[src/include/acr_pkg.sv]
// shared constants and types of the front-end control register bank and its host
package acr_pkg;

	// control word layout on the serial link
	localparam int WORD_W = 16;
	localparam int W_CTRL = 15;
	localparam int W_READ = 14;
	localparam int W_DEV_LSB = 11;
	localparam int W_REG_LSB = 8;

	// register indices inside the bank (register address field of the word)
	localparam logic [2:0] REG_MODE = 3'h0;
	localparam logic [2:0] REG_CLOCK = 3'h1;
	localparam logic [2:0] REG_REF = 3'h2;
	localparam logic [2:0] REG_PAIR12 = 3'h3;
	localparam logic [2:0] REG_PAIR34 = 3'h4;
	localparam logic [2:0] REG_PAIR56 = 3'h5;
	localparam logic [2:0] REG_INCFG = 3'h6;
	localparam logic [2:0] REG_INVERT = 3'h7;
	localparam logic [7:0] REG_RESET_VAL = 8'h00;

	// mode_and_cascade fields
	localparam int MODE_RUN = 0;
	localparam int MODE_MIXED = 1;
	localparam int MODE_RSVD = 2;
	localparam int MODE_LOOP = 3;
	localparam int MODE_CASC_LSB = 4;
	localparam int MODE_RESET = 7;
	// clock_dividers fields
	localparam int CLK_DEC_LSB = 0;
	localparam int CLK_SCLK_LSB = 2;
	localparam int CLK_MDIV_LSB = 4;
	localparam int CLK_ECHO = 7;
	// reference_power fields
	localparam int REF_ALL = 0;
	localparam int REF_RSVD_LSB = 1;
	localparam int REF_PWR = 5;
	localparam int REF_PIN = 6;
	localparam int REF_HI = 7;
	// channel pair fields
	localparam int PAIR_GAIN_LO_LSB = 0;
	localparam int PAIR_PWR_LO = 3;
	localparam int PAIR_GAIN_HI_LSB = 4;
	localparam int PAIR_PWR_HI = 7;
	// input_configuration and inversion_and_test fields
	localparam int SEL_CLEAR = 6;
	localparam int SEL_SINGLE = 7;
	localparam int INV_TEST = 6;
	localparam int INV_FLIP = 7;

	// software reset length in divided master clock periods
	localparam logic [2:0] SRST_DM_CYCLES = 3'h4;

	// host register map (byte addresses)
	localparam logic [7:0] HOST_CMD_OFS = 8'h00;
	localparam logic [7:0] HOST_STAT_OFS = 8'h04;
	localparam logic [7:0] HOST_RX_OFS = 8'h08;
	localparam logic [7:0] HOST_CTRL_OFS = 8'h0c;
	localparam int STAT_BUSY = 0;
	localparam int STAT_REPLY = 1;
	localparam int CTRL_DIAG = 0;
	localparam int CTRL_PARTIAL = 1;
	localparam int CTRL_CASC_LSB = 4;
	localparam logic [7:0] CTRL_RESET_VAL = 8'h00;

	// operating mode, one-hot
	typedef enum logic [2:0] {
		OP_PROGRAM = 3'b001,
		OP_DATA = 3'b010,
		OP_MIXED = 3'b100
	} acr_op_t;

	// serial receive and send states, one-hot
	typedef enum logic [1:0] {
		RX_IDLE = 2'b01,
		RX_SHIFT = 2'b10
	} acr_rx_t;

	typedef enum logic [1:0] {
		TX_IDLE = 2'b01,
		TX_SEND = 2'b10
	} acr_tx_t;

endpackage

[src/include/acr_link_if.sv]
// serial link between the control register bank and its host
`timescale 1ns/1ns
interface acr_link_if;
	logic sclk_tick;
	logic host_fs;
	logic host_bit;
	logic dev_fs;
	logic dev_bit;

	modport dev (
		output sclk_tick,
		input host_fs,
		input host_bit,
		output dev_fs,
		output dev_bit
	);

	modport host (
		input sclk_tick,
		output host_fs,
		output host_bit,
		input dev_fs,
		input dev_bit
	);
endinterface

[src/rtl/acr_device.sv]
// device end: eight control registers, clock dividers and serial word handling
//
// The placing of the registers and the APB register port were decided locally.
`timescale 1ns/1ns
module acr_device
	import acr_pkg::*;
(
	input wire logic pclk,
	input wire logic presetn,
	acr_link_if.dev link,
	output logic [2:0] run_mode,
	output logic sample_strobe,
	output logic soft_reset_busy,
	output logic [5:0] adc_power,
	output logic [17:0] adc_gain,
	output logic reference_power_on,
	output logic reference_output_pin,
	output logic high_supply_mode,
	output logic [5:0] modulator_clear,
	output logic [5:0] single_ended_on,
	output logic [5:0] polarity_flip,
	output logic test_mode_on,
	output logic port_loopback,
	output logic [2:0] cascade_count
);

	typedef struct packed {
		logic [7:0][7:0] bank;
		logic [2:0] mdiv;
		logic [2:0] sdiv;
		logic [10:0] dcnt;
		logic tick;
		logic sample;
		logic [2:0] srst;
		logic srst_busy;
		acr_rx_t rx;
		logic [3:0] rcnt;
		logic [15:0] rsh;
		acr_tx_t tx;
		logic tpend;
		logic [15:0] tq;
		logic [3:0] tcnt;
		logic [15:0] tsh;
		logic fs_o;
		logic bit_o;
		acr_op_t mode;
		logic [5:0] pwr;
		logic [17:0] gain;
		logic ref_on;
		logic ref_pin;
		logic hi;
		logic [5:0] mclr;
		logic [5:0] se;
		logic [5:0] polarity_flip_enable;
		logic test;
		logic loop;
		logic [2:0] casc;
	} acr_dev_st_t;
	acr_dev_st_t st_reg;
	acr_dev_st_t st_next;

	// master divider code to last count; unused codes fall back to divide by one
	function automatic logic [2:0] mdiv_last(input logic [2:0] code);
		if (code <= 3'h4) begin
			mdiv_last = code;
		end else begin
			mdiv_last = 3'h0;
		end
	endfunction

	// serial divider code to last count: 8,4,2,1 periods
	function automatic logic [2:0] sclk_last(input logic [1:0] code);
		sclk_last = 3'h7 >> code;
	endfunction

	// decimation code to last count: 2048,1024,512,256 periods
	function automatic logic [10:0] dec_last(input logic [1:0] code);
		dec_last = 11'h7ff >> code;
	endfunction

	logic [7:0] mode_r;
	logic [7:0] clk_r;
	logic [15:0] word;
	logic dm;
	logic send;
	logic [15:0] out_word;

	assign mode_r = st_reg.bank[REG_MODE];
	assign clk_r = st_reg.bank[REG_CLOCK];

	always_comb begin
		st_next = st_reg;
		word = {st_reg.rsh[14:0], link.host_bit};
		send = 1'b0;
		out_word = word;

		// clock chain: master divider feeds serial and decimation dividers
		dm = (st_reg.mdiv >= mdiv_last(clk_r[CLK_MDIV_LSB +: 3]));
		st_next.mdiv = dm ? 3'h0 : st_reg.mdiv + 3'h1;
		st_next.tick = 1'b0;
		st_next.sample = 1'b0;
		if (dm) begin
			if (st_reg.sdiv >= sclk_last(clk_r[CLK_SCLK_LSB +: 2])) begin
				st_next.sdiv = 3'h0;
				st_next.tick = 1'b1;
			end else begin
				st_next.sdiv = st_reg.sdiv + 3'h1;
			end
			if (st_reg.dcnt >= dec_last(clk_r[CLK_DEC_LSB +: 2])) begin
				st_next.dcnt = 11'h000;
				st_next.sample = 1'b1;
			end else begin
				st_next.dcnt = st_reg.dcnt + 11'h001;
			end
		end

		// receive: one frame bit marks the first of sixteen bits
		if (st_reg.tick) begin
			case (st_reg.rx)
				RX_IDLE: begin
					if (link.host_fs) begin
						st_next.rsh = word;
						st_next.rcnt = 4'h1;
						st_next.rx = RX_SHIFT;
					end
				end
				RX_SHIFT: begin
					st_next.rsh = word;
					if (st_reg.rcnt == 4'hf) begin
						st_next.rx = RX_IDLE;
						if (word[W_CTRL] && word[W_DEV_LSB +: 3] == 3'h0) begin
							if (!word[W_READ]) begin
								st_next.bank[word[W_REG_LSB +: 3]] = word[7:0];
								if (word[W_REG_LSB +: 3] == REG_MODE && word[MODE_RESET]) begin
									st_next.srst = SRST_DM_CYCLES;
								end
							end else begin
								out_word = {word[15:8], st_reg.bank[word[W_REG_LSB +: 3]]};
								send = 1'b1;
							end
						end else if (word[W_CTRL]) begin
							// not ours: pass on with the address stepped down
							out_word = {word[15:14], word[W_DEV_LSB +: 3] - 3'h1, word[10:0]};
							send = 1'b1;
						end
						if (clk_r[CLK_ECHO] && word[W_CTRL]) begin
							send = 1'b1;
						end
						if (mode_r[MODE_LOOP]) begin
							send = 1'b1;
						end
					end else begin
						st_next.rcnt = st_reg.rcnt + 4'h1;
					end
				end
				default: st_next.rx = RX_IDLE;
			endcase
		end
		// one word of holding; a later word overwrites one not yet started
		if (send) begin
			st_next.tpend = 1'b1;
			st_next.tq = out_word;
		end

		// send: frame bit with the first bit, then fifteen more
		if (st_reg.tick) begin
			st_next.fs_o = 1'b0;
			case (st_reg.tx)
				TX_IDLE: begin
					st_next.bit_o = 1'b0;
					if (st_reg.tpend) begin
						st_next.fs_o = 1'b1;
						st_next.bit_o = st_reg.tq[15];
						st_next.tsh = {st_reg.tq[14:0], 1'b0};
						st_next.tcnt = 4'h1;
						st_next.tpend = send;
						st_next.tx = TX_SEND;
					end
				end
				TX_SEND: begin
					st_next.bit_o = st_reg.tsh[15];
					st_next.tsh = {st_reg.tsh[14:0], 1'b0};
					st_next.tcnt = st_reg.tcnt + 4'h1;
					if (st_reg.tcnt == 4'hf) begin
						st_next.tx = TX_IDLE;
					end
				end
				default: st_next.tx = TX_IDLE;
			endcase
		end

		// software reset clears the bank and the link for four periods
		if (st_reg.srst != 3'h0 || st_next.srst != 3'h0) begin
			st_next.bank = {8{REG_RESET_VAL}};
			st_next.rx = RX_IDLE;
			st_next.tx = TX_IDLE;
			st_next.tpend = 1'b0;
			st_next.fs_o = 1'b0;
			st_next.bit_o = 1'b0;
			if (st_reg.srst != 3'h0 && dm) begin
				st_next.srst = st_reg.srst - 3'h1;
			end
		end
		st_next.srst_busy = (st_next.srst != 3'h0);
		// decoded outputs follow the bank in the same edge
		if (st_next.bank[REG_MODE][MODE_MIXED]) begin
			st_next.mode = OP_MIXED;
		end else if (st_next.bank[REG_MODE][MODE_RUN]) begin
			st_next.mode = OP_DATA;
		end else begin
			st_next.mode = OP_PROGRAM;
		end
		st_next.loop = st_next.bank[REG_MODE][MODE_LOOP];
		st_next.casc = st_next.bank[REG_MODE][MODE_CASC_LSB +: 3];
		for (int p = 0; p < 3; p++) begin
			st_next.gain[6*p +: 3] = st_next.bank[REG_PAIR12 + 3'(p)][PAIR_GAIN_LO_LSB +: 3];
			st_next.gain[6*p+3 +: 3] = st_next.bank[REG_PAIR12 + 3'(p)][PAIR_GAIN_HI_LSB +: 3];
			st_next.pwr[2*p] = st_next.bank[REG_PAIR12 + 3'(p)][PAIR_PWR_LO];
			st_next.pwr[2*p+1] = st_next.bank[REG_PAIR12 + 3'(p)][PAIR_PWR_HI];
		end
		if (st_next.bank[REG_REF][REF_ALL]) begin
			st_next.pwr = 6'h3f;
		end
		// a running channel needs the reference whatever its own bit says
		st_next.ref_on = st_next.bank[REG_REF][REF_PWR] | (|st_next.pwr);
		st_next.ref_pin = st_next.bank[REG_REF][REF_PIN];
		st_next.hi = st_next.bank[REG_REF][REF_HI];
		st_next.mclr = st_next.bank[REG_INCFG][5:0] & {6{st_next.bank[REG_INCFG][SEL_CLEAR]}};
		st_next.se = st_next.bank[REG_INCFG][5:0] & {6{st_next.bank[REG_INCFG][SEL_SINGLE]}};
		st_next.polarity_flip_enable = st_next.bank[REG_INVERT][5:0] & {6{st_next.bank[REG_INVERT][INV_FLIP]}};
		st_next.test = st_next.bank[REG_INVERT][INV_TEST];
	end

	// single state register
	always_ff @(posedge pclk or negedge presetn) begin
		if (!presetn) begin
			st_reg <= '0;
			st_reg.rx <= RX_IDLE;
			st_reg.tx <= TX_IDLE;
			st_reg.mode <= OP_PROGRAM;
		end else begin
			st_reg <= st_next;
		end
	end

	assign link.sclk_tick = st_reg.tick;
	assign link.dev_fs = st_reg.fs_o;
	assign link.dev_bit = st_reg.bit_o;
	assign run_mode = st_reg.mode;
	assign sample_strobe = st_reg.sample;
	assign soft_reset_busy = st_reg.srst_busy;
	assign adc_power = st_reg.pwr;
	assign adc_gain = st_reg.gain;
	assign reference_power_on = st_reg.ref_on;
	assign reference_output_pin = st_reg.ref_pin;
	assign high_supply_mode = st_reg.hi;
	assign modulator_clear = st_reg.mclr;
	assign single_ended_on = st_reg.se;
	assign polarity_flip = st_reg.polarity_flip_enable;
	assign test_mode_on = st_reg.test;
	assign port_loopback = st_reg.loop;
	assign cascade_count = st_reg.casc;

endmodule

[src/flat_wrapper.sv]
// flat-port wrapper written by rule: the top's interface ports become plain ports
module acr_device_flat import acr_pkg::*;
  (pclk, presetn, run_mode, sample_strobe, soft_reset_busy, adc_power, adc_gain, reference_power_on, reference_output_pin, high_supply_mode, modulator_clear, single_ended_on, polarity_flip, test_mode_on, port_loopback, cascade_count, link_sclk_tick, link_host_fs, link_host_bit, link_dev_fs, link_dev_bit);
  acr_link_if link_i ();
  input wire logic pclk;
  input wire logic presetn;
  output logic [2:0] run_mode;
  output logic sample_strobe;
  output logic soft_reset_busy;
  output logic [5:0] adc_power;
  output logic [17:0] adc_gain;
  output logic reference_power_on;
  output logic reference_output_pin;
  output logic high_supply_mode;
  output logic [5:0] modulator_clear;
  output logic [5:0] single_ended_on;
  output logic [5:0] polarity_flip;
  output logic test_mode_on;
  output logic port_loopback;
  output logic [2:0] cascade_count;
  output wire logic [$bits(link_i.sclk_tick)-1:0] link_sclk_tick;
  input wire logic [$bits(link_i.host_fs)-1:0] link_host_fs;
  input wire logic [$bits(link_i.host_bit)-1:0] link_host_bit;
  output wire logic [$bits(link_i.dev_fs)-1:0] link_dev_fs;
  output wire logic [$bits(link_i.dev_bit)-1:0] link_dev_bit;
  assign link_sclk_tick = link_i.sclk_tick;
  assign link_i.host_fs = link_host_fs;
  assign link_i.host_bit = link_host_bit;
  assign link_dev_fs = link_i.dev_fs;
  assign link_dev_bit = link_i.dev_bit;
  acr_device u_core (.pclk(pclk), .presetn(presetn), .link(link_i), .run_mode(run_mode), .sample_strobe(sample_strobe), .soft_reset_busy(soft_reset_busy), .adc_power(adc_power), .adc_gain(adc_gain), .reference_power_on(reference_power_on), .reference_output_pin(reference_output_pin), .high_supply_mode(high_supply_mode), .modulator_clear(modulator_clear), .single_ended_on(single_ended_on), .polarity_flip(polarity_flip), .test_mode_on(test_mode_on), .port_loopback(port_loopback), .cascade_count(cascade_count));
endmodule
[config.mk]
export PLATFORM = sky130hd
export DESIGN_NAME = acr_device_flat
export DESIGN_NICKNAME = d
export VERILOG_FILES = /design/src/include/acr_pkg.sv /design/src/include/acr_link_if.sv /design/src/rtl/acr_device.sv /design/src/flat_wrapper.sv
export SDC_FILE = /design/constraint.sdc
export NUM_CORES = 1
export LEC_CHECK = 0
export ABC_AREA = 1
export BUFFER_PORTS_ARGS = -buffer_cell sky130_fd_sc_hd__buf_2
export CAP_MARGIN = 20
export CORE_MARGIN = 10
export CORE_UTILIZATION = 60
export CTS_CLUSTER_DIAMETER = 100
export DETAILED_ROUTE_END_ITERATION = 8
export PLACE_DENSITY = 0.79
export SYNTH_ARGS = -nofsm -noshare
export SYNTH_HDL_FRONTEND = slang
export SYNTH_SLANG_ARGS = --single-unit
[constraint.sdc]
create_clock -name pclk -period 2.7 [get_ports pclk]
set_clock_uncertainty 0.15 [all_clocks]
set_input_delay 0.405 -clock pclk [delete_from_list [all_inputs] [get_ports pclk]]
set_output_delay 0.405 -clock pclk [all_outputs]
set_load 0.01 [all_outputs]
Word-level counts from Yosys, hierarchy flattened

Index checks and enable logic that the tools add are counted.

Bits in registers: 203
Output and inout port bits: 58
Logic and storage cells: 161

Add/subtract/negate cells: 7
Order comparisons: 6
Eq/ne operators: 14
Shifts and indexed selects: 2
Mux-type cells: 63
Bitwise operators: 4
Reductions and logical operators: 26

Operators by type and width:

| operator                | number |
|---|---|
| $mux W64                | 6 |
| $mux W16                | 5 |
| $pmux W20 S2            | 2 |
| $mux W22                | 3 |
| $bwmux W64              | 1 |
| $mux W3                 | 15 |
| $bmux W8 S3             | 1 |
| $demux W8 S3            | 1 |
| $and A6 B6 Y6           | 3 |
| $mux W17                | 1 |
| $mux W8                 | 2 |
| $mux W15                | 1 |
| $mux W2                 | 7 |
| $mux W1                 | 12 |
| $reduce_and A3 Y1       | 4 |
| $reduce_bool A2 Y1      | 6 |
| $reduce_bool A3 Y1      | 4 |
| $add A11 B1 Y11 const B | 1 |
| $ge A11 B11 Y1          | 1 |
| $mux W11                | 1 |
| $shr A11 B2 Y11 const A | 1 |
| $ne A3 B1 Y1 const B    | 3 |
| $add A4 B1 Y4 const B   | 2 |
| $eq A4 B4 Y1 const B    | 2 |
| other kinds (24)        | 37 |

Depth between registers and ports, before layout

Depth after elaboration: 14
Mapped depth: 13
Gate-level depth less buffers: 13

Worst setup path after synthesis

Ideal clock, no wire load.

Path kind: reg2reg
From: register u_core.st_reg[92] (netlist name)
To: register u_core.st_reg (netlist bit u_core.link.dev_bit)
Data arrival time: 1,816 ps
Required time: 2,451 ps
Path slack: 635 ps
Stages on the path, launching flop included: 8
Path buffers: 2
Clock period less this slack: 2,065 ps
Cell sequence: dfstp_2 -> inv_1 -> ha_1 -> clkbuf_1 -> nor2_1 -> clkbuf_1 -> nand2_1 -> a311oi_1

Longest elaborated chain between the ends: 4
Elaborated cells between the ends (all ways): 7
Those cells by class: 2 x eq/ne; 3 x mux; 2 x reduce/logical

Ends and longest elaborated chain:

| item                                         | line              | text |
|---|---|---|
| start: declaration                           | acr_device.sv:59  | `acr_dev_st_t st_reg;` |
| start signal: assignment                     | acr_device.sv:242 | `st_reg <= st_next;` |
| $eq A2 B2 Y1 or $eq A2 B1 Y1 (tied branches) | acr_device.sv:168 | `case (st_reg.tx)` |
| $pmux W1 S2                                  | acr_device.sv:168 |  |
| $mux W2                                      | acr_device.sv:166 | `if (st_reg.tick) begin` |
| $mux W2                                      | acr_device.sv:193 | `if (st_reg.srst != 3'h0 \|\| st_next.srst != 3'h0) begin` |

Several ways; a longest one is shown, not always the timed one. The select of a mux whose other input is x is not followed.
A chain may end at the register's enable or synchronous reset.

==> impl_metrics.py <==
metrics = {
    "detailed_routing": {
        "drtIter0Drc": 723,
        "first_pass_iters": 6,
        "dr_total_vias": 6766,
        "wirelength_mm": 20.9,
        "ant_nets": 0,
        "wl_per_cell_um": 17.4,
        "via_per_inst": 5.62,
        "drc_errors": 0,
    },
    "worst_setup_path": {
        "cp_slowest_cell": "dfrtp_1",
        "critPathKind": "register to register",
        "reg2reg_to": "u_core.reference_power_on",
        "endpoint_kind": "register",
        "cp_max_fo": 9,
        "critical-path-max-stage-delay_ns": 0.38,
        "worst-endpoint-required_ns": 2.87,
        "timing.rr.start": "u_core.st_reg[110]",
        "crit_chain": "ha_1 -> nand3_4 -> nor2_8 -> nand3_2 -> nor2_2 -> nor2_4 -> buf_4 -> nand2_1 -> inv_1 -> nor2_1 -> nand3_1",
        "arrival_ns": 2.57,
        "startpoint_type": "register",
        "r2r_slack_ns": 0.30,
        "reg2regPathDepth": 11,
    },
    "power_and_ir_drop": {
        "clkPwrFrac_pct": 48.6,
        "p_sw_share_pct": 22.5,
        "max-vdd-ir-drop_v": 0.000556,
        "p_comb_share_pct": 2.0,
        "leakage_nw": 4.81,
        "p_seq_share_pct": 49.5,
        "power_density_nw_per_um2": 581,
        "p_switching_w": 0.00123,
        "p_int_w": 0.00423,
    },
    "clock_tree": {
        "cts_tree": "built",
        "clk-insertion-delay-late_ns": 0.43,
        "clkTransAtPathRegs_ns": 0.07,
        "clock_sinks": 175,
        "cts_root_buf": "clkbuf_16",
        "clk_path_buf_depth": 2,
        "htreeDepth": 4,
        "cts_buffers": 17,
    },
    "synth": {
        "syn-num-nets": 1012,
        "synthCells": 988,
        "seq_area_frac_synth_pct": 51.6,
        "synth_largest_area_cell": "dfrtp_1",
        "ys_ff_latch": 175,
        "synth.distinct_cells": 52,
        "synth_area_um2": 8500,
        "yosysWarnings": 0,
        "avgSynthCellArea_um2": 8.60,
        "yosysTopAreaCellShare_pct": 50.6,
        "yosys-top-cells-area": "dfrtp_1 (51%), nand2_1 (11%), inv_1 (4.5%)",
    },
    "grt": {
        "grt_max_degree": 66,
        "grt_usage_pct": 21.7,
        "grt_pass1_wl_mm": 34.5,
        "grt_pass1_vias": 6785,
        "antenna_found_initial": 0,
        "gr-total-overflow": 0,
    },
    "timing": {
        "fmax_mhz": 416,
        "rsz0062_at_grt": "false",
        "hold_viol": 0,
        "post-route-period-util_pct": 88.9,
        "finalCriticalPeriod_ns": 2.40,
        "hold-worst-slack_ns": 0.197,
        "tightest_slew_ns": 0.755,
        "slew_headroom_pct": 49.3,
        "setup_viol": 0,
        "fin_ws_ns": 0.299,
        "drv_slew": 0,
        "final.setup.tns_ns": 0,
    },
    "cells_and_area": {
        "final_layout_size_suffix_gt1_share_pct": 14.7,
        "nets": 1035,
        "layout_commonest_cell": "nand2_1",
        "utilization_pct": 67.7,
        "largest_register_ffs": 127,
        "diodes": 0,
        "layout_common_cells": "nand2_1 (238), dfrtp_1 (172), inv_1 (102), nor2_1 (72), buf_2 (60)",
        "areaGrowthSynthToFinish_pct": 10.5,
        "fillerInstances": 1119,
    },
    "placed_design": {
        "portBuffers": 61,
        "gp_congestion": 0.941,
        "dp_slack_ns": 0.238,
        "post-dp-hpwl_mm": 14.7,
    },
    "worst_hold_path": {
        "hp-class": "input pin to register",
        "whs_endpoint": "u_core.st_reg[115]",
        "min_from": "link_host_fs",
        "hold_depth": 3,
    },
    "die": {
        "die_width_um": 139,
        "core_area_um2": 13900,
        "ios": 62,
        "die_h_um": 139,
        "core.rowCount": 43,
        "fp.dieArea_um2": 19300,
        "start_util_pct": 61.2,
    },
    "run_status": {
        "status": "finished, final reports clean",
    },
    "run": {
        "maxCapViolCount": 0,
    },
}
critical path, delay by kind of cell, from the launching register on:
| kind | cells | cell delay [ns] |
|---|---|---|
| and+or+nand+nor | 8 | 1.25 |
| DFF | 1 | 0.38 |
| adders and majority gates | 1 | 0.25 |
| buffers and inverters | 2 | 0.25 |
power groups by stage:
| stage | Combinational [W] | Sequential (W) | Clock [W] |
|---|---|---|---|
| 2_1_floorplan | 0.0000502 | 0.00270 | 0 |
| 3_3_place_gp | 0.000105 | 0.00274 | 0 |
| 3_5_place_dp | 0.000107 | 0.00274 | 0 |
| 4_1_cts | 0.000110 | 0.00269 | 0.00268 |
| 5_1_grt | 0.000121 | 0.00270 | 0.00278 |
| 6_report | 0.000107 | 0.00270 | 0.00265 |
cell families after synthesis:
family                   after synthesis  share of synthesized area, %
AND/OR/NAND/NOR                      402                          20.4
buffers and inverters                196                          11.1
AO/OA/AOI/OAI                        183                          12.7
flip-flops                           175                          51.6
adder cells (fa/ha/maj)               20                          2.94
XOR/XNOR                              11                          1.13
multiplexers                           1                         0.132
synth_stat cells, drive strengths merged:
| master | n |
|---|---|
| a21oi | 56 |
| or2 | 6 |
| dfstp | 3 |
| buf | 61 |
| o22ai | 8 |
| o31ai | 5 |
| xor2 | 6 |
| nand4 | 19 |
| o211ai | 7 |
| nor3 | 11 |
| xnor2 | 5 |
| a311oi | 1 |
| inv | 111 |
| o211a | 1 |
| o21ai | 67 |
| clkinv | 3 |
| and3 | 2 |
| o2111ai | 1 |
| o41ai | 1 |
| ha | 20 |
| o2bb2ai | 2 |
| a221oi | 3 |
| a31oi | 2 |
| clkbuf | 21 |
| mux2 | 1 |
| nor2 | 80 |
| o21bai | 2 |
| nand3 | 43 |
| nor4 | 1 |
| a22o | 4 |
| a22oi | 17 |
| nand2 | 239 |
| a211oi | 5 |
| dfrtp | 172 |
| a32o | 1 |
| nand3b | 1 |
layer usage:
metal / vias up / GRT usage, % / part of all wire (%)
met5: - / 0 / 0
met4: 0 / 10.7 / 3.9
met3: 64 / 5.03 / 7.8
met2: 299 / 34.3 / 47
met1: 3170 / 27.3 / 41
li1: 3233 / - / -
stage by stage:
stage,cell area (um^2),std cells,total power [W]
after floorplan,8500,988,0.00275
after global placement,8730,1169,0.00285
after detailed placement,8730,1169,0.00285
after CTS,9380,1202,0.00548
after global routing,9400,1204,0.00560
final,9400,1204,0.00546
cell type report:
class / count / area [um^2] / share of cell area, %
multi-input combinational: 617 / 3190 / 33.9
tap: 180 / 225 / 2.40
clock buffer: 18 / 429 / 4.57
timing repair buffer: 86 / 539 / 5.74
inverter: 114 / 428 / 4.55
sequential: 175 / 4380 / 46.6
clock inverter: 14 / 206 / 2.20
what timing repair did:
item                       4_1_cts  5_1_grt
hold endpoints to repair        60        0
buffers inserted                 0        2
gates resized for setup          0        1
hold buffers                     1        0
setup endpoints to repair        0        2
worst max path at each step:
stage	startpoint	end	slack [ns]	cells past startpoint
floorplan	u_core.st_reg[92]	u_core.link.dev_bit	0.63	7
global placement	u_core.st_reg[110]	u_core.polarity_flip[3]	0.31	9
detailed placement	u_core.st_reg[110]	u_core.polarity_flip[3]	0.24	10
CTS	u_core.st_reg[110]	u_core.polarity_flip[3]	0.20	10
global route	u_core.clk_r[4]	u_core.st_reg[132]	0.06	11
finish	u_core.st_reg[110]	u_core.reference_power_on	0.30	11
No activity file was read; power rests on OpenSTA's default activity.
